`src/core/dtc_regs.vh`:
```
// Purpose: Register addresses, field positions, reset values and timing counts
//          for the dual timer/counter unit.
// Assumes: Eight-bit special function register space, one clock domain.
// Notes:   Definitions only.
`ifndef DTC_REGS_VH
`define DTC_REGS_VH

// Register addresses
`define DTC_ADDR_POWER_CONTROL 8'h87
`define DTC_ADDR_RUN_FLAGS 8'h88
`define DTC_ADDR_MODE_SELECT 8'h89
`define DTC_ADDR_T0_LOW 8'h8a
`define DTC_ADDR_T1_LOW 8'h8b
`define DTC_ADDR_T0_HIGH 8'h8c
`define DTC_ADDR_T1_HIGH 8'h8d

// Power control fields
`define DTC_PC_SMOD 7
`define DTC_PC_STOP 1
`define DTC_PC_IDLE 0
`define DTC_PC_USED_MASK 8'h83

// Run and flags fields
`define DTC_RF_T1_OVF 7
`define DTC_RF_T1_RUN 6
`define DTC_RF_T0_OVF 5
`define DTC_RF_T0_RUN 4
`define DTC_RF_INT1_FLAG 3
`define DTC_RF_INT1_TYPE 2
`define DTC_RF_INT0_FLAG 1
`define DTC_RF_INT0_TYPE 0

// Mode select fields
`define DTC_MS_T1_GATE 7
`define DTC_MS_T1_CNT 6
`define DTC_MS_T1_MODE_HI 5
`define DTC_MS_T1_MODE_LO 4
`define DTC_MS_T0_GATE 3
`define DTC_MS_T0_CNT 2
`define DTC_MS_T0_MODE_HI 1
`define DTC_MS_T0_MODE_LO 0

// Mode codes
`define DTC_MODE_13BIT 2'h0
`define DTC_MODE_16BIT 2'h1
`define DTC_MODE_RELOAD 2'h2
`define DTC_MODE_SPLIT 2'h3

// Reset values
`define DTC_RST_POWER_CONTROL 8'h00
`define DTC_RST_RUN_FLAGS 8'h00
`define DTC_RST_MODE_SELECT 8'h00
`define DTC_RST_COUNT 8'h00

// Timing: processor clocks per timer increment
`define DTC_PRESCALE_DIV 4'hc
`define DTC_PRESCALE_LAST 4'hb

`endif

```
`src/core/dtc_fall_detect.v`:
```
// Purpose: Samples a synchronous level and reports a high-to-low transition.
// Assumes: Input is synchronous to clk; idle level is high.
// Notes:   A fall is reported one clock edge after the input drops.
`timescale 1ns/1ns

module dtc_fall_detect (
  input wire clk,
  input wire rst,
  input wire level_in,
  output wire level_now,
  output wire fall
);

  reg sample;
  reg sample_prev;

  always @(posedge clk or posedge rst) begin
    if (rst) begin
      sample <= 1'b1;
      sample_prev <= 1'b1;
    end else begin
      sample <= level_in;
      sample_prev <= sample;
    end
  end

  assign level_now = sample;
  assign fall = sample_prev & ~sample;

endmodule // dtc_fall_detect

```
`src/core/dtc_timer_unit.v`:
```
// Purpose: Two 16-bit timer/counters with run, gate, mode and overflow
//          flags, plus external interrupt 0/1 flags, on an SFR port.
// Assumes: All inputs synchronous to clk; one clock per machine cycle.
// Notes:   Reads return data on the edge after the read strobe.
`timescale 1ns/1ns
`include "dtc_regs.vh"

// Notes on behaviour
// - Timer operation adds one every twelve processor clocks while running.
// - Counter operation adds one per detected falling edge on the count input.
// - Falling edge recognised after two cycles; count rate up to half clock.
// - Each timer counts only while its run bit is set, else holds.
// - Two-bit mode field per timer: 13-bit, 16-bit, auto-reload, special.
// - 13-bit mode uses five low-byte bits plus high byte; upper three zero.
// - Auto-reload increments low byte; on overflow copies high byte into it.
// - Mode 3 stops timer 1; timer 0 becomes two eight-bit counters.
// - Split low byte uses timer 0 controls; high byte timer 1 run and flag.
// - Gate and run set: count falling edges of routed DIO gate signal.
// - Select bit one chooses counter operation, zero chooses timer.
// - Overflow sets flag; software clears it, interrupt service clears it.
// - Falling edge on interrupt input sets edge flag; service clears it.
// - Per-input type bit picks edge or low level triggering.
// - Type bit zero means low level, one means falling edge.
// - Stop bit halts timers until an external interrupt arrives.
module dtc_timer_unit (
  input wire clk,
  input wire rst,
  input wire [7:0] sfr_addr,
  input wire [7:0] sfr_wdata,
  input wire sfr_wr,
  input wire sfr_rd,
  output reg [7:0] sfr_rdata,
  input wire timer_zero_count_input,
  input wire timer_one_count_input,
  input wire timer_zero_gate_input,
  input wire timer_one_gate_input,
  input wire ext_int_zero_n,
  input wire ext_int_one_n,
  input wire timer_zero_ack,
  input wire timer_one_ack,
  input wire ext_int_zero_ack,
  input wire ext_int_one_ack,
  output reg timer_zero_overflow_flag,
  output reg timer_one_overflow_flag,
  output reg ext_int_zero_edge_flag,
  output reg ext_int_one_edge_flag,
  output reg peripherals_stopped
);

  ////////////////////////////////////////////////////////////////////////////
  // Registers and state

  reg [7:0] power_control;
  reg [7:0] timer_mode_select;
  reg timer_zero_run;
  reg timer_one_run;
  reg ext_int_zero_type;
  reg ext_int_one_type;
  reg [7:0] timer_zero_low_byte;
  reg [7:0] timer_zero_high_byte;
  reg [7:0] timer_one_low_byte;
  reg [7:0] timer_one_high_byte;
  reg [3:0] prescale;

  wire [7:0] timer_run_and_flags;
  assign timer_run_and_flags = {timer_one_overflow_flag, timer_one_run,
                                timer_zero_overflow_flag, timer_zero_run,
                                ext_int_one_edge_flag, ext_int_one_type,
                                ext_int_zero_edge_flag, ext_int_zero_type};

  ////////////////////////////////////////////////////////////////////////////
  // Input edge detection

  // Order: count0, count1, gate0, gate1, int0, int1
  wire [5:0] raw_in;
  wire [5:0] level_s;
  wire [5:0] falls;
  assign raw_in = {ext_int_one_n, ext_int_zero_n, timer_one_gate_input,
                   timer_zero_gate_input, timer_one_count_input,
                   timer_zero_count_input};

  genvar gi;
  generate
    for (gi = 0; gi < 6; gi = gi + 1) begin : g_fall
      dtc_fall_detect u_fall (
        .clk(clk),
        .rst(rst),
        .level_in(raw_in[gi]),
        .level_now(level_s[gi]),
        .fall(falls[gi])
      );
    end
  endgenerate

  ////////////////////////////////////////////////////////////////////////////
  // Address decode and counting helpers

  function wr_hit;
    input [7:0] addr;
    input [7:0] target;
    input we;
    begin
      wr_hit = we & (addr == target);
    end
  endfunction

  // Returns {overflow, high, low} after one increment in modes 0-2; mode 3 returns inputs unchanged
  function [16:0] count_step;
    input [1:0] mode;
    input [7:0] lo;
    input [7:0] hi;
    reg [5:0] low5;
    reg [8:0] high9;
    reg [16:0] full;
    reg [8:0] low9;
    begin
      low5 = {1'b0, lo[4:0]} + 6'h01;
      high9 = {1'b0, hi} + {8'h00, low5[5]};
      full = {1'b0, hi, lo} + 17'h00001;
      low9 = {1'b0, lo} + 9'h001;
      case (mode)
        // 13-bit count, upper low-byte bits zero
        `DTC_MODE_13BIT: count_step = {high9[8], high9[7:0], 3'h0, low5[4:0]};
        `DTC_MODE_16BIT: count_step = full;
        // Reload low byte from high byte
        `DTC_MODE_RELOAD: count_step = low9[8] ? {1'b1, hi, hi} : {1'b0, hi, low9[7:0]};
        default: count_step = {1'b0, hi, lo};
      endcase
    end
  endfunction

  wire w_pc;
  wire w_rf;
  wire w_ms;
  wire w_t0l;
  wire w_t0h;
  wire w_t1l;
  wire w_t1h;
  assign w_pc = wr_hit(sfr_addr, `DTC_ADDR_POWER_CONTROL, sfr_wr);
  assign w_rf = wr_hit(sfr_addr, `DTC_ADDR_RUN_FLAGS, sfr_wr);
  assign w_ms = wr_hit(sfr_addr, `DTC_ADDR_MODE_SELECT, sfr_wr);
  assign w_t0l = wr_hit(sfr_addr, `DTC_ADDR_T0_LOW, sfr_wr);
  assign w_t0h = wr_hit(sfr_addr, `DTC_ADDR_T0_HIGH, sfr_wr);
  assign w_t1l = wr_hit(sfr_addr, `DTC_ADDR_T1_LOW, sfr_wr);
  assign w_t1h = wr_hit(sfr_addr, `DTC_ADDR_T1_HIGH, sfr_wr);

  ////////////////////////////////////////////////////////////////////////////
  // Tick generation

  wire stop_bit;
  wire presc_tick;
  wire [1:0] t0_mode;
  wire [1:0] t1_mode;
  wire t0_split;
  wire t0_tick;
  wire t1_tick;
  wire th0_tick;
  assign stop_bit = power_control[`DTC_PC_STOP];
  assign t0_mode = timer_mode_select[`DTC_MS_T0_MODE_HI:`DTC_MS_T0_MODE_LO];
  assign t1_mode = timer_mode_select[`DTC_MS_T1_MODE_HI:`DTC_MS_T1_MODE_LO];
  assign t0_split = (t0_mode == `DTC_MODE_SPLIT);

  assign presc_tick = (prescale == `DTC_PRESCALE_LAST);

  always @(posedge clk or posedge rst) begin
    if (rst) begin
      prescale <= 4'h0;
    end else if (stop_bit) begin
      prescale <= prescale;
    end else if (presc_tick) begin
      prescale <= 4'h0;
    end else begin
      prescale <= prescale + 4'h1;
    end
  end

  // Source per timer: gate edges, count-input edges, or prescaled clock
  function src_tick;
    input gate;
    input cnt_sel;
    input gate_fall;
    input cnt_fall;
    input ptick;
    begin
      // Gate counts routed DIO falling edges
      if (gate)
        src_tick = gate_fall;
      else if (cnt_sel)
        src_tick = cnt_fall;
      else
        src_tick = ptick;
    end
  endfunction

  // Run bit gates counting; stop bit halts all
  assign t0_tick = timer_zero_run & ~stop_bit &
                   src_tick(timer_mode_select[`DTC_MS_T0_GATE],
                            timer_mode_select[`DTC_MS_T0_CNT],
                            falls[2], falls[0], presc_tick);
  assign t1_tick = timer_one_run & ~stop_bit &
                   src_tick(timer_mode_select[`DTC_MS_T1_GATE],
                            timer_mode_select[`DTC_MS_T1_CNT],
                            falls[3], falls[1], presc_tick);
  // Split high byte runs on timer 1 run bit
  assign th0_tick = t0_split & timer_one_run & ~stop_bit & presc_tick;

  ////////////////////////////////////////////////////////////////////////////
  // Counters

  wire [16:0] t0_next;
  wire [16:0] t1_next;
  wire [8:0] tl0_split;
  wire [8:0] th0_split;
  assign t0_next = count_step(t0_mode, timer_zero_low_byte, timer_zero_high_byte);
  assign t1_next = count_step(t1_mode, timer_one_low_byte, timer_one_high_byte);
  assign tl0_split = {1'b0, timer_zero_low_byte} + 9'h001;
  assign th0_split = {1'b0, timer_zero_high_byte} + 9'h001;

  wire t0_ovf;
  wire t1_ovf;
  wire th0_ovf;
  // Split low byte raises timer 0 flag
  assign t0_ovf = t0_tick & (t0_split ? tl0_split[8] : t0_next[16]);
  assign th0_ovf = th0_tick & th0_split[8];
  // Timer 1 in mode 3 holds; while timer 0 is split, timer 1 flag is taken by split high byte
  assign t1_ovf = t0_split ? th0_ovf : (t1_tick & t1_next[16]);

  always @(posedge clk or posedge rst) begin
    if (rst) begin
      timer_zero_low_byte <= `DTC_RST_COUNT;
      timer_zero_high_byte <= `DTC_RST_COUNT;
      timer_one_low_byte <= `DTC_RST_COUNT;
      timer_one_high_byte <= `DTC_RST_COUNT;
    end else begin
      if (w_t0l)
        timer_zero_low_byte <= sfr_wdata;
      else if (t0_tick)
        timer_zero_low_byte <= t0_split ? tl0_split[7:0] : t0_next[7:0];
      if (w_t0h)
        timer_zero_high_byte <= sfr_wdata;
      else if (th0_tick)
        timer_zero_high_byte <= th0_split[7:0];
      else if (t0_tick & ~t0_split)
        timer_zero_high_byte <= t0_next[15:8];
      // Timer 1 stops in mode 3 via count_step hold
      if (w_t1l)
        timer_one_low_byte <= sfr_wdata;
      else if (t1_tick)
        timer_one_low_byte <= t1_next[7:0];
      if (w_t1h)
        timer_one_high_byte <= sfr_wdata;
      else if (t1_tick)
        timer_one_high_byte <= t1_next[15:8];
    end
  end

  ////////////////////////////////////////////////////////////////////////////
  // Control registers and flags

  wire int0_set;
  wire int1_set;
  // Type selects edge or level; zero is low level
  assign int0_set = ext_int_zero_type ? falls[4] : ~level_s[4];
  assign int1_set = ext_int_one_type ? falls[5] : ~level_s[5];

  always @(posedge clk or posedge rst) begin
    if (rst) begin
      power_control <= `DTC_RST_POWER_CONTROL;
      timer_mode_select <= `DTC_RST_MODE_SELECT;
      timer_zero_run <= 1'b0;
      timer_one_run <= 1'b0;
      ext_int_zero_type <= 1'b0;
      ext_int_one_type <= 1'b0;
      timer_zero_overflow_flag <= 1'b0;
      timer_one_overflow_flag <= 1'b0;
      ext_int_zero_edge_flag <= 1'b0;
      ext_int_one_edge_flag <= 1'b0;
      peripherals_stopped <= 1'b0;
    end else begin
      // External interrupt releases stop; wins over a write
      if (int0_set | int1_set) begin
        power_control[`DTC_PC_STOP] <= 1'b0;
        power_control[`DTC_PC_SMOD] <= w_pc ? sfr_wdata[`DTC_PC_SMOD] :
                                       power_control[`DTC_PC_SMOD];
        power_control[`DTC_PC_IDLE] <= w_pc ? sfr_wdata[`DTC_PC_IDLE] :
                                       power_control[`DTC_PC_IDLE];
      end else if (w_pc) begin
        power_control <= sfr_wdata & `DTC_PC_USED_MASK;
      end
      peripherals_stopped <= stop_bit & ~(int0_set | int1_set) &
                             ~(w_pc & ~sfr_wdata[`DTC_PC_STOP]) |
                             (w_pc & sfr_wdata[`DTC_PC_STOP] &
                              ~(int0_set | int1_set));
      if (w_ms)
        timer_mode_select <= sfr_wdata;
      if (w_rf) begin
        timer_one_run <= sfr_wdata[`DTC_RF_T1_RUN];
        timer_zero_run <= sfr_wdata[`DTC_RF_T0_RUN];
        ext_int_one_type <= sfr_wdata[`DTC_RF_INT1_TYPE];
        ext_int_zero_type <= sfr_wdata[`DTC_RF_INT0_TYPE];
      end
      // Overflow flags: set wins over software or service clear
      if (t0_ovf)
        timer_zero_overflow_flag <= 1'b1;
      else if (timer_zero_ack)
        timer_zero_overflow_flag <= 1'b0;
      else if (w_rf)
        timer_zero_overflow_flag <= sfr_wdata[`DTC_RF_T0_OVF];
      if (t1_ovf)
        timer_one_overflow_flag <= 1'b1;
      else if (timer_one_ack)
        timer_one_overflow_flag <= 1'b0;
      else if (w_rf)
        timer_one_overflow_flag <= sfr_wdata[`DTC_RF_T1_OVF];
      // Interrupt flags set by input; cleared on service, or by input high in low-level mode
      if (int0_set)
        ext_int_zero_edge_flag <= 1'b1;
      else if (ext_int_zero_ack | (~ext_int_zero_type))
        ext_int_zero_edge_flag <= 1'b0;
      else if (w_rf)
        ext_int_zero_edge_flag <= sfr_wdata[`DTC_RF_INT0_FLAG];
      if (int1_set)
        ext_int_one_edge_flag <= 1'b1;
      else if (ext_int_one_ack | (~ext_int_one_type))
        ext_int_one_edge_flag <= 1'b0;
      else if (w_rf)
        ext_int_one_edge_flag <= sfr_wdata[`DTC_RF_INT1_FLAG];
    end
  end

  ////////////////////////////////////////////////////////////////////////////
  // Read port

  reg [7:0] next_rdata;

  always @* begin
    case (sfr_addr)
      `DTC_ADDR_POWER_CONTROL: next_rdata = power_control;
      `DTC_ADDR_RUN_FLAGS: next_rdata = timer_run_and_flags;
      `DTC_ADDR_MODE_SELECT: next_rdata = timer_mode_select;
      `DTC_ADDR_T0_LOW: next_rdata = timer_zero_low_byte;
      `DTC_ADDR_T0_HIGH: next_rdata = timer_zero_high_byte;
      `DTC_ADDR_T1_LOW: next_rdata = timer_one_low_byte;
      `DTC_ADDR_T1_HIGH: next_rdata = timer_one_high_byte;
      default: next_rdata = 8'h00;
    endcase
  end

  always @(posedge clk or posedge rst) begin
    if (rst) begin
      sfr_rdata <= 8'h00;
    end else if (sfr_rd) begin
      sfr_rdata <= next_rdata;
    end
  end

endmodule // dtc_timer_unit

```
`config.mk`:
```
export PLATFORM = sky130hd
export DESIGN_NAME = dtc_timer_unit
export DESIGN_NICKNAME = d
export VERILOG_FILES = /design/src/core/dtc_fall_detect.v /design/src/core/dtc_timer_unit.v
export VERILOG_INCLUDE_DIRS = /design/src /design/src/core
export SDC_FILE = /design/constraint.sdc
export NUM_CORES = 1
export LEC_CHECK = 0
export BUFFER_PORTS_ARGS = -buffer_cell sky130_fd_sc_hd__clkbuf_2
export CAP_MARGIN = 40
export CORE_UTILIZATION = 38
export DETAILED_ROUTE_END_ITERATION = 16
export SYNTH_ARGS = -nofsm -noshare
export SYNTH_HDL_FRONTEND = slang
export SYNTH_HIERARCHICAL = 1
export SYNTH_SLANG_ARGS = --single-unit
```
`constraint.sdc`:
```
create_clock -name clk -period 2.9 [get_ports clk]
set_input_delay 0.29 -clock clk [delete_from_list [all_inputs] [get_ports clk]]
set_output_delay 0.29 -clock clk [all_outputs]
set_load 0.05 [all_outputs]
```
Yosys cells after proc, flatten, opt, wreduce, memory -nomap -nowiden

Index checks and enable logic that the tools add are counted.

Input port bits: 30
Logic and storage cells: 161
Register bits after elaboration: 76
Output and inout bits: 13

Equality and inequality tests: 15
Reduce and logical (&&, ||, !) cells: 19
Add/sub/neg operators: 10
Bitwise logic cells: 46
Mux-type cells: 41

Operator list:

| operator              | number |
|---|---|
| $pmux 17 s3           | 2 |
| $mux 8                | 11 |
| $eq 8x8->1 const B    | 7 |
| $pmux 8 s7            | 1 |
| $add 16x1->17 const B | 2 |
| $mux 17               | 2 |
| $and 1x1->1           | 29 |
| $add 8x1->9 const B   | 3 |
| $mux 1                | 23 |
| $add 8x1->9           | 2 |
| $reduce_bool 3->1     | 6 |
| $not 1->1             | 13 |
| $add 5x1->6 const B   | 2 |
| $reduce_bool 2->1     | 4 |
| $reduce_bool 4->1     | 2 |
| $eq 2x2->1 const B    | 3 |
| $reduce_and 3->1      | 2 |
| $reduce_bool 5->1     | 1 |
| $add 4x1->4 const B   | 1 |
| $eq 2x1->1 const B    | 2 |
| $eq 4x4->1 const B    | 1 |
| $logic_not 2->1       | 2 |
| $mux 4                | 1 |
| $or 1x1->1            | 4 |
| 4 further kinds       | 5 |

Depth between registers and ports, before layout

Gate-level depths: netlist (run 1).

Depth after elaboration: 9
Mapped depth: 10
Mapped depth without buffers: 9

Hierarchy

The synthesis (run 1) kept the hierarchy.

Modules (own cells, without submodules):

| module          | seq. area each (µm²) | area an instance (µm²) | times used | cells each |
|---|---|---|---|---|
| dtc_timer_unit  | 1601.5               | 4688.2                 | 1          | 548 |
| dtc_fall_detect | 52.6                 | 70.1                   | 6          | 4 |

Worst setup path before layout (run 1)

No wires, ideal clock.

Path type: register to register
Start: reg timer_one_low_byte[0]
End: reg timer_one_overflow_flag
Path slack: 0.535 ns
Buffers on the path: 0
Stages on the path, launching flop included: 10
Period minus slack after synthesis: 2.365 ns
Required time: 2.820 ns
Arrival time: 2.285 ns
Setup time: 0.080 ns
Cells stage by stage: dfrtp_1 nand4_1 nor2_1 ha_1 ha_1 nor2b_1 a41oi_4 or4_1 a221o_1 o211ai_2

Word-level cells in the longest chain between the ends: 6
Elaborated cells between the ends (all ways): 10
Classes of those cells: 4 x add/sub; 4 x mux; 1 x bitwise; 1 x reduce/logical

RTL lines:

| element                                                             | RTL line                                   | RTL |
|---|---|---|
| start: declaration                                                  | dtc_timer_unit.v:61                        | `reg [7:0] timer_one_low_byte;` |
| start signal: assignment                                            | dtc_timer_unit.v:232                       | `` timer_one_low_byte <= `DTC_RST_COUNT; `` |
| start signal: assignment                                            | dtc_timer_unit.v:247                       | `timer_one_low_byte <= sfr_wdata;` |
| start signal: assignment                                            | dtc_timer_unit.v:249                       | `timer_one_low_byte <= t1_next[7:0];` |
| $add 5x1->6 / $add 8x1->9 (equally long branches)                   | dtc_timer_unit.v:117, dtc_timer_unit.v:120 |  |
| $add 8x1->9 / $mux 17 (equally long branches)                       | dtc_timer_unit.v:118, dtc_timer_unit.v:126 |  |
| $pmux 17 s3 *                                                       | dtc_timer_unit.v:121                       | `case (mode)` |
| $and 1x1->1 *                                                       | dtc_timer_unit.v:226                       | `assign t1_ovf = t0_split ? th0_ovf : (t1_tick & t1_next[16]);` |
| $mux 1 *                                                            | dtc_timer_unit.v:226                       |  |
| $reduce_bool 3->1 (no source line) / $mux 1 (equally long branches) | n/a                                        |  |
| end signal: assignment                                              | dtc_timer_unit.v:314                       | `` timer_one_overflow_flag <= sfr_wdata[`DTC_RF_T1_OVF]; `` |
| end: declaration                                                    | dtc_timer_unit.v:44                        | `output reg timer_one_overflow_flag,` |

Mark *: on every way between the ends. The rest lies on a longest branch, timed or not. The select of a mux whose other input is x is not followed.
A chain may end at the register's enable or synchronous reset.

Final worst setup path (run 1)

Ends and elaborated chain as after synthesis.

==> run_results.csv, run 1 <==
group,metric,value,unit
outcome,outcome,"completed",
critical_path,r2r-start,"timer_one_low_byte[0]",
min_path,min_path_cells,1,
global_routing,grt_overflow,0,
clock_network,cts_setup_buffers,0,
sta,timing.hold.ws,0.01666,ns
yosys,synth_top_family_by_area,"simple AND/OR/NAND/NOR gates",
sta,max-slew-margin-rel,0.4973,
yosys,syn_area_per_cell,8.931,um2
yosys,yosys-top-cells-area,"dfrtp_1 31%, dfstp_2 6.2%, o21ai_0 4.2%, nand2_1 4.0%, mux4_2 3.5%",
finish,drive_above_1_share,0.2158,
yosys,synth_xor_area_frac,0.03086,
routing,drc_errors,0,
pwr,seqPwrFrac,0.423,
critical_path,path_class,"reg -> reg",
clock_network,worstSkewPairLatency,0.35,ns
yosys,synth_compound_area_frac,0.2143,
sta,fmax,395.9,MHz
global_routing,grt_pass1_wl,24410,um
yosys,ys_types,70,
yosys,yosys.area_share.simple,0.2239,
routing,first_pass_iters,5,
place,port_buffers,42,
finish,antennaDiodeCount,0,
clock_network,cts.clk_slew.worst_paths,0.06,ns
yosys,synth_top_cells_by_count,"64 x dfrtp_1, 54 x nand2_1, 43 x o21ai_0",
floorplan,core_area,12880,um2
floorplan,design.portCount,43,
critical_path,startpoint_type,"flip-flop",
place,hpwl,11260,um
sta,final.setup.tns,0,ns
min_path,min_path_type,"in -> reg",
place,place_congestion,0.9385,
yosys,ys.flop_type,"dfrtp_1",
sta,finalCritPeriodShare,0.8710,
clock_network,htree_levels,3,
yosys,synth_edf_count,0,
yosys,synth_top_area_frac,0.3135,
pwr,powerDensity,588.9,nW/um2
min_path,hold_end,"g_fall[4].u_fall/level_now",
yosys,synthesis.nets,610,
global_routing,grt_pass1_vias,4344,
sta,slew_violations,0,
clock_network,ctsHoldBuffers,0,
yosys,yosysMostFrequentCell,"dfrtp_1",
floorplan,dieArea,13910,um2
sta,max_slew.worst_pin.slew,0.7540,ns
floorplan,die_y,117.9,um
routing,ant_nets,0,
clock_network,root_buffer,"clkbuf_16",
global_routing,antenna_found_initial,0,
routing,wl_per_cell,19.52,um
clock_network,numCtsBuffers,9,
pwr,power.share.clock,0.386,
min_path,min_from,"ext_int_zero_n",
yosys,synthCells,572,
yosys,synthMuxAreaShare,0.08597,
sta,final.setup.worst_slack,0.3741,ns
critical_path,r2r_setup_slack,0.37,ns
yosys,yosysTopAreaCell,"dfrtp_1",
global_routing,grt_max_degree,29,
finish,finalNetCount,640,
routing,first_iter_violations,461,
pwr,switching_share,0.3126,
critical_path,arrival,2.80,ns
yosys,seq_area_frac_synth,0.3752,
global_routing,track_usage,0.2280,
sta,rsz0062_at_grt,"no",
critical_path,critPathMaxFanout,7,
floorplan,die_w,117.9,um
clock_network,clock_path_buffers,2,
routing,vias,4690,
sta,finalHoldViolations,0,
routing,vias_per_cell,6.021,
routing,routed_wl,15210,um
pwr,vdd_drop_max,327.3,uV
yosys,synthAdderAreaFrac,0.01959,
yosys,ys_async_sr_fraction,1.000,
run,cap_viol_max_count,0,
floorplan,start_util,0.3968,
floorplan,rows,41,
critical_path,reg2reg_to,"timer_one_overflow_flag",
clock_network,cts_resized,0,
pwr,combPwrFrac,0.191,
critical_path,end_kind,"flip-flop",
pwr,p_int,2.365,mW
pwr,power.switching,1.076,mW
sta,setup_viol,0,
yosys,ys_ff_latch,76,
sta,clock_skew,0.008659,ns
pwr,leakage,2.394,nW
yosys,yosys_warnings,6,
critical_path,cp.required,3.17,ns
clock_network,cts.sinks,76,
yosys,syn_area,5109,um2
finish,syn2layout_area_growth,14.35,%
sta,period_minus_slack,2.526,ns
critical_path,reg2reg_depth,9,
place,post-place-ws,0.4141,ns
clock_network,tritoncts,"done",
## cell families after synthesis
kind of cell | after synthesis
AO/OA/AOI/OAI | 164
XOR/XNOR | 18
adder cells (fa/ha/maj) | 8
buffers and inverters | 64
flip-flops | 76
multiplexers | 32
AND/OR/NAND/NOR | 210
## power groups by stage
stage	sequential, mW	clock (mW)	combinational (mW)
after floorplan	1.31	0	0.581
after global routing	1.47	1.40	0.739
final	1.45	1.33	0.658
after detailed placement	1.46	0	0.653
after CTS	1.44	1.36	0.656
after global placement	1.46	0	0.639
## area by class of cell
| class | count | area [um2] |
|---|---|---|
| inverter | 25 | 93.84 |
| tap | 172 | 215.2 |
| sequential | 76 | 1917 |
| clock inverter | 6 | 111.4 |
| fill | 1235 | 7034 |
| timing repair buffer | 58 | 330.3 |
| clock buffer | 10 | 239.0 |
| multi-input combinational | 432 | 2935 |
## metrics by stage
step / util / instance area (um2) / power [mW] / cells
global route: 0.4537 / 5842 / 3.617 / 779
CTS: 0.4537 / 5842 / 3.458 / 779
finish: 0.4537 / 5842 / 3.440 / 779
global placement: 0.4265 / 5492 / 2.094 / 763
floorplan: - / 5109 / 1.890 / 572
detailed placement: 0.4265 / 5492 / 2.115 / 763
## sequential cells by signal, indices dropped and copies added (netlist names), 3 cells and up
register,cells
timer_mode_select,8
prescale,4
timer_zero_high_byte,8
g_fall.u_fall/sample_prev,6
sfr_rdata,8
timer_one_low_byte,8
g_fall.u_fall/level_now,6
timer_one_high_byte,8
power_control,3
timer_zero_low_byte,8
## how the worst max path moves through the flow
stage                                          to                   from
final                     timer_one_overflow_flag  timer_one_low_byte[0]
after global routing      timer_one_overflow_flag  timer_one_low_byte[0]
after global placement    timer_one_overflow_flag  timer_one_low_byte[0]
after CTS                 timer_one_overflow_flag  timer_one_low_byte[0]
after floorplan           timer_one_overflow_flag  timer_one_low_byte[0]
after detailed placement    ext_int_one_edge_flag            sfr_addr[5]
## critical path: stages (launching register included)
cell	delay, ns
dfrtp_1	0.46
nand4_1	0.16
nor2_1	0.21
ha_1	0.25
ha_1	0.18
nor2b_1	0.21
a41oi_4	0.05
or4_1	0.52
a221o_1	0.34
o211ai_2	0.06
## layer usage
layer	GRT usage	routed length, um	vias to the layer above
met4	0.09295	431	0
met5	0	0	-
met1	0.3198	6832	2242
li1	-	-	2179
met2	0.3412	6721	238
met3	0.04554	1222	31
## layout by cell type, fill, tap and decap left out, drive strengths merged, types with 4 or more instances in the layout
master	count
dfrtp	64
nand2	54
clkbuf	52
o21ai	44
nor2	39
a21oi	30
inv	25
nand3	24
o22ai	18
buf	16
nor2b	16
mux2	15
and3	14
xor2	12
dfstp	12
nand4	12
a31oi	10
a22oi	10
nor3	10
mux2i	9
nand2b	8
mux4	8
a22o	8
ha	8
o31ai	7
or3	6
xnor2	6
a211oi	5
a41oi	5
nor4	4
nand3b	4
or2	4
a2111oi	4
Note: power is estimated with default switching activity, not from simulation.
==> inputs of run 2 (changes only) <==
--- a/config.mk
+++ b/config.mk
@@ -12,5 +12,4 @@
 export DETAILED_ROUTE_END_ITERATION = 16
 export SYNTH_ARGS = -nofsm -noshare
 export SYNTH_HDL_FRONTEND = slang
-export SYNTH_HIERARCHICAL = 1
 export SYNTH_SLANG_ARGS = --single-unit
==> run 2 against run 1 <==
  * Sequential share of layout area up 0.19 points
  * Cell count is 2.2% higher
  * Die area increased by 1.3%
  * Via count increased by 6.1%
  * Highest routed layer unchanged
==> run_results.csv, run 2 <==
group,metric,value,unit
global_routing,grtUsageMet2,0.3626,
clock_network,clock_path_buffers,2,
global_routing,grt_max_degree,32,
critical_path,slowest_delay,0.43,ns
finish,final_cell_mix,"64 x dfrtp_1, 55 x nand2_1, 52 x o21ai_0",
routing,routed_wl,17100,um
yosys,yosysTopAreaCell,"dfrtp_1",
critical_path,critical-path-top-delay-family,"simple AND/OR/NAND/NOR gates",
finish,antennaDiodeCount,0,
yosys,yosys.area_share.simple,0.2241,
global_routing,antenna_found_initial,0,
critical_path,cp_slowest_cell,"dfrtp_1",
clock_network,cts_setup_buffers,0,
yosys,yosys-top-cells-area,"dfrtp_1 31%, dfstp_2 6.1%, o21ai_0 5.0%, nand2_1 4.0%, nand3_1 3.1%",
yosys,yosys_warnings,0,
place,port_buffers,42,
critical_path,path_cells,"nand2_1 -> nor2_1 -> ha_1 -> ha_1 -> nand3_1 -> nor4_1 -> a221oi_1 -> or3_1 -> a31oi_1",
run,cap_viol_max_count,0,
finish,finalNetCount,653,
pwr,leakage,2.377,nW
critical_path,endpoint,"timer_zero_high_byte[6]",
clock_network,cts.clk_slew.worst_paths,0.06,ns
floorplan,rows,42,
clock_network,worstSkewPairLatency,0.35,ns
critical_path,r2r-start,"timer_zero_low_byte[0]",
finish,final_common_cell,"dfrtp_1",
global_routing,gr-max-usage-layer,"met2",
sta,finalHoldViolations,0,
floorplan,die_w,118.7,um
yosys,synthCells,593,
clock_network,numCtsBuffers,9,
sta,timing.hold.ws,0.01535,ns
min_path,min_path_type,"in -> reg",
yosys,synth_top_area_frac,0.3095,
sta,period_minus_slack,2.470,ns
critical_path,cp.required,3.17,ns
routing,drc_errors,0,
clock_network,root_buffer,"clkbuf_16",
finish,drive_above_1_share,0.1790,
sta,slew_violations,0,
critical_path,path_buf_inv,0,
yosys,synth_compound_area_frac,0.2362,
critical_path,reg2reg_depth,9,
critical_path,reg2reg_to,"timer_zero_high_byte[6]",
critical_path,startpoint_type,"flip-flop",
finish,n_fill_cell,1330,
floorplan,die_y,118.7,um
yosys,synthMuxAreaShare,0.07568,
critical_path,cp.depth,9,
yosys,ys.flop_type,"dfrtp_1",
routing,ant_nets,0,
routing,first_iter_violations,494,
yosys,seq_area_frac_synth,0.3704,
yosys,synthAdderAreaFrac,0.01934,
floorplan,core_area,13240,um2
clock_network,cts_resized,0,
floorplan,start_util,0.3908,
pwr,p_total,3.460,mW
global_routing,grt_util_met3,0.05743,
sta,final.setup.tns,0,ns
global_routing,gr-usage-met1,0.3449,
routing,first_pass_iters,6,
pwr,powerDensity,595.8,nW/um2
critical_path,critPathMaxFanout,10,
critical_path,critPathMostFrequentCell,"ha_1",
clock_network,tritoncts,"done",
routing,vias,4978,
yosys,yosysMostFrequentCell,"dfrtp_1",
critical_path,arrival,2.74,ns
critical_path,r2r_setup_slack,0.43,ns
routing,wl_per_cell,21.49,um
finish,utilization,0.4386,
outcome,outcome,"completed",
clock_network,htree_levels,3,
sta,finalCritPeriodShare,0.8517,
sta,max-slew-margin-rel,0.5548,
yosys,ys_ff_latch,76,
critical_path,crit_start,"timer_zero_low_byte[0]",
sta,setup_viol,0,
yosys,ys_async_sr_fraction,1.000,
place,hpwl,12310,um
global_routing,grt_pass1_vias,4739,
critical_path,end_kind,"flip-flop",
yosys,ys_types,70,
yosys,syn_area,5175,um2
sta,max_slew.worst_pin.slew,0.6663,ns
yosys,synth_top_family_by_area,"compound AO/OA/AOI/OAI gates",
global_routing,grt_pass1_wl,26780,um
yosys,synthesis.nets,631,
floorplan,design.portCount,43,
sta,fmax,404.9,MHz
pwr,vdd_drop_max,290.7,uV
place,place_congestion,0.9641,
critical_path,path_class,"reg -> reg",
global_routing,track_usage,0.2520,
floorplan,dieArea,14090,um2
sta,rsz0062_at_grt,"no",
clock_network,cts.sinks,76,
routing,vias_per_cell,6.254,
yosys,synth_edf_count,0,
global_routing,grt_overflow,0,
yosys,syn_area_per_cell,8.727,um2
yosys,synth_top_cells_by_count,"64 x dfrtp_1, 55 x nand2_1, 52 x o21ai_0",
yosys,synth_xor_area_frac,0.02200,
sta,clock_skew,0.01084,ns
finish,syn2layout_area_growth,12.23,%
run 2: kinds of logic after synthesis:
group,after synthesis
buf+inv,67
mux,30
fa+ha+maj,8
xor+xnor,13
compound gates,180
simple gates,219
flops,76
run 2: area by class of cell:
| cell class | count | area (um2) | area share |
|---|---|---|---|
| Timing Repair Buffer | 53 | 295.3 | 0.05084 |
| Clock buffer | 10 | 229.0 | 0.03942 |
| Inverter | 25 | 95.09 | 0.01637 |
| Clock inverter | 6 | 63.81 | 0.01099 |
| Multi-Input combinational cell | 450 | 2988 | 0.5144 |
| Tap cell | 176 | 220.2 | 0.03791 |
| Sequential cell | 76 | 1917 | 0.3300 |
run 2: stage by stage:
step                      instance area (um2)  std cells  setup slack [ns]
after global placement                   5505        779            0.5436
after detailed placement                 5505        779            0.4887
after floorplan                          5175        593            0.6915
after global routing                     5808        796            0.2151
after CTS                                5808        796            0.4808
final                                    5808        796            0.4302
run 2: how the worst min path moves through the flow:
stage / to / start / cells after the start / slack, ns
detailed placement: prescale[2] / rst / 2 / 0.36
global placement: timer_one_overflow_flag / rst / 2 / 0.34
global route: g_fall[1].u_fall.level_now / timer_one_count_input / 1 / 0.01
CTS: g_fall[3].u_fall.level_now / timer_one_gate_input / 1 / 0.009
floorplan: g_fall[0].u_fall.level_now / timer_zero_count_input / 0 / 0.29
finish: g_fall[1].u_fall.level_now / timer_one_count_input / 1 / 0.02
run 2: power breakdown:
part	total [mW]	switching [mW]	internal, mW	leakage, nW
clock network	1.13	0.463	0.666	0.139
logic	0.889	0.528	0.361	1.34
registers	1.44	0.246	1.20	0.894
run 2: worst reg2reg max path: stages (launching register included):
cell and delay, ns:
dfrtp_1 0.43, nand2_1 0.27, nor2_1 0.18, ha_1 0.22, ha_1 0.21, nand3_1 0.14
nor4_1 0.37, a221oi_1 0.09, or3_1 0.32, a31oi_1 0.16
run 2: repair_timing:
action | in CTS | in global routing
setup endpoints to repair | 0 | 0
hold buffers | 1 | 0
hold endpoints to repair | 21 | 0
run 2: routing by layer:
| layer | vias to the layer above | wire (um) |
|---|---|---|
| met5 | - | 0 |
| met4 | 0 | 695 |
| met3 | 47 | 1534 |
| met2 | 285 | 7427 |
| met1 | 2373 | 7446 |
| li1 | 2273 | - |
==> inputs of run 3 (changes only) <==
--- a/config.mk
+++ b/config.mk
@@ -8,8 +8,10 @@
 export LEC_CHECK = 0
 export BUFFER_PORTS_ARGS = -buffer_cell sky130_fd_sc_hd__clkbuf_2
 export CAP_MARGIN = 40
+export CORE_MARGIN = 2
 export CORE_UTILIZATION = 38
 export DETAILED_ROUTE_END_ITERATION = 16
+export GPL_TIMING_DRIVEN = 0
 export SYNTH_ARGS = -nofsm -noshare
 export SYNTH_HDL_FRONTEND = slang
 export SYNTH_SLANG_ARGS = --single-unit
==> run 3 against run 2 <==
  * Hold slack got worse by 0.0045 ns
  * Power up 1.7%
  * Critical path type unchanged
  * Die area grew 3.4%
  * Utilization increased by 1.2 points
  * First-iteration DRC count rose by 9.7%
  * Cell area rose by 3.1%
  * Largest power group unchanged
  * Flip-flop and latch count unchanged
  * Critical endpoint is now timer_one_overflow_flag
  * Sequential power decreased by 6%
==> run_results.csv, run 3 (same netlist as run 2, synthesis figures left out) <==
group,metric,value,unit
place,place_congestion,0.9519,
sta,rsz0062_at_grt,"no",
floorplan,start_util,0.3892,
sta,max-slew-margin-rel,0.4365,
global_routing,track_usage,0.2440,
routing,vias,5113,
critical_path,r2r-start,"timer_one_low_byte[2]",
pwr,powerDensity,587.7,nW/um2
global_routing,grt_overflow,0,
global_routing,grt_max_degree,50,
pwr,leakage,2.458,nW
sta,final.setup.worst_slack,0.3447,ns
sta,finalHoldViolations,0,
place,place_area,5635,um2
floorplan,rows,42,
finish,final_cell_mix,"64 x dfrtp_1, 55 x nand2_1, 52 x o21ai_0",
finish,antennaDiodeCount,0,
pwr,p_total,3.521,mW
finish,syn2layout_area_growth,15.76,%
routing,wl_met1,7719,um
sta,clock_skew,0.007683,ns
floorplan,dieArea,14570,um2
clock_network,cts.clk_slew.worst_paths,0.07,ns
critical_path,cp.required,3.17,ns
clock_network,tritoncts,"done",
critical_path,critPathMaxFanout,9,
finish,final_area,5991,um2
critical_path,path_buf_inv,2,
critical_path,end_kind,"flip-flop",
critical_path,cp_slowest_cell,"or3_1",
finish,finalNetCount,690,
global_routing,grt_pass1_vias,4657,
critical_path,path_class,"reg -> reg",
clock_network,htree_levels,3,
critical_path,arrival,2.82,ns
place,port_buffers,41,
routing,vias_per_cell,6.138,
critical_path,r2r_setup_slack,0.34,ns
global_routing,antenna_found_initial,0,
critical_path,reg2reg_to,"timer_one_overflow_flag",
floorplan,design.portCount,43,
place,hpwl,12420,um
clock_network,root_buffer,"clkbuf_16",
sta,final.setup.tns,0,ns
floorplan,core_area,13300,um2
sta,setup_viol,0,
routing,first_pass_iters,5,
routing,wl_met2,7513,um
critical_path,path_cells,"clkbuf_1 -> nand4_1 -> buf_4 -> nor2_1 -> ha_1 -> ha_1 -> nand3_1 -> or3_1 -> a21oi_1 -> o211ai_1 -> o221ai_1",
pwr,vdd_drop_max,354.5,uV
sta,period_minus_slack,2.555,ns
clock_network,clock_path_buffers,2,
place,post-place-ws,0.2560,ns
outcome,outcome,"completed",
clock_network,cts.sinks,76,
critical_path,startpoint_type,"flip-flop",
routing,routed_wl,17080,um
min_path,min_path_type,"in -> reg",
routing,ant_nets,0,
sta,slew_violations,0,
global_routing,grt_pass1_wl,26710,um
routing,met3_length,1262,um
clock_network,numCtsBuffers,9,
critical_path,critPathMostFrequentCell,"ha_1",
clock_network,worstSkewPairLatency,0.35,ns
floorplan,die_w,120.7,um
critical_path,crit_start,"timer_one_low_byte[2]",
run,cap_viol_max_count,0,
critical_path,slowest_delay,0.39,ns
critical_path,reg2reg_depth,11,
critical_path,critical-path-top-delay-family,"simple AND/OR/NAND/NOR gates",
sta,max_slew.worst_pin.slew,0.8434,ns
finish,drive_above_1_share,0.1781,
sta,finalCritPeriodShare,0.8811,
floorplan,die_y,120.7,um
sta,timing.hold.ws,0.01084,ns
routing,drc_errors,0,
finish,final_common_cell,"dfrtp_1",
critical_path,endpoint,"timer_one_overflow_flag",
sta,fmax,391.3,MHz
routing,wl_per_cell,20.51,um
routing,first_iter_violations,542,
routing,top_layer,"met4",
critical_path,cp.depth,11,
[run 3: metal layers]
metal / vias to the layer above / track usage
met4: 0 / 0.1097
li1: 2346 / -
met2: 237 / 0.3535
met3: 39 / 0.04340
met5: - / 0
met1: 2491 / 0.3535
[run 3: how the worst min path moves through the flow]
stage,to,cells past startpoint,from
global placement,g_fall[2].u_fall.sample_prev,0,g_fall[2].u_fall.level_now
CTS,g_fall[5].u_fall.level_now,1,ext_int_one_n
floorplan,g_fall[0].u_fall.level_now,0,timer_zero_count_input
finish,g_fall[5].u_fall.level_now,1,ext_int_one_n
detailed placement,timer_one_low_byte[5],2,rst
global route,g_fall[5].u_fall.level_now,1,ext_int_one_n
[run 3: metrics by stage]
step | utilization | cells
final | 0.4506 | 833
after global routing | 0.4506 | 833
after CTS | 0.4485 | 830
after detailed placement | 0.4239 | 812
after global placement | 0.4212 | 810
after floorplan | - | 593
[run 3: power breakdown]
part	internal (mW)	leakage [nW]	switching (mW)
clock	0.679	0.151	0.504
combinational	0.377	1.41	0.614
sequential	1.20	0.894	0.150
[run 3: cell type report]
type	instances	area, um2
clock inverters	7	82.58
multi-input cells	450	2993
repair buffers	48	280.3
clock buffers	9	225.2
inverters	25	96.34
fillers	1328	7305
flip-flops and latches	76	1917
well taps	176	220.2
plain buffers	42	176.4
[run 3: repair_timing]
action / in CTS / in global routing
endpoints found under the setup margin: 0 / 3
buffers inserted: 0 / 3
gates resized for setup: 0 / 1
hold buffers: 2 / 0
endpoints found under the hold margin: 28 / 0
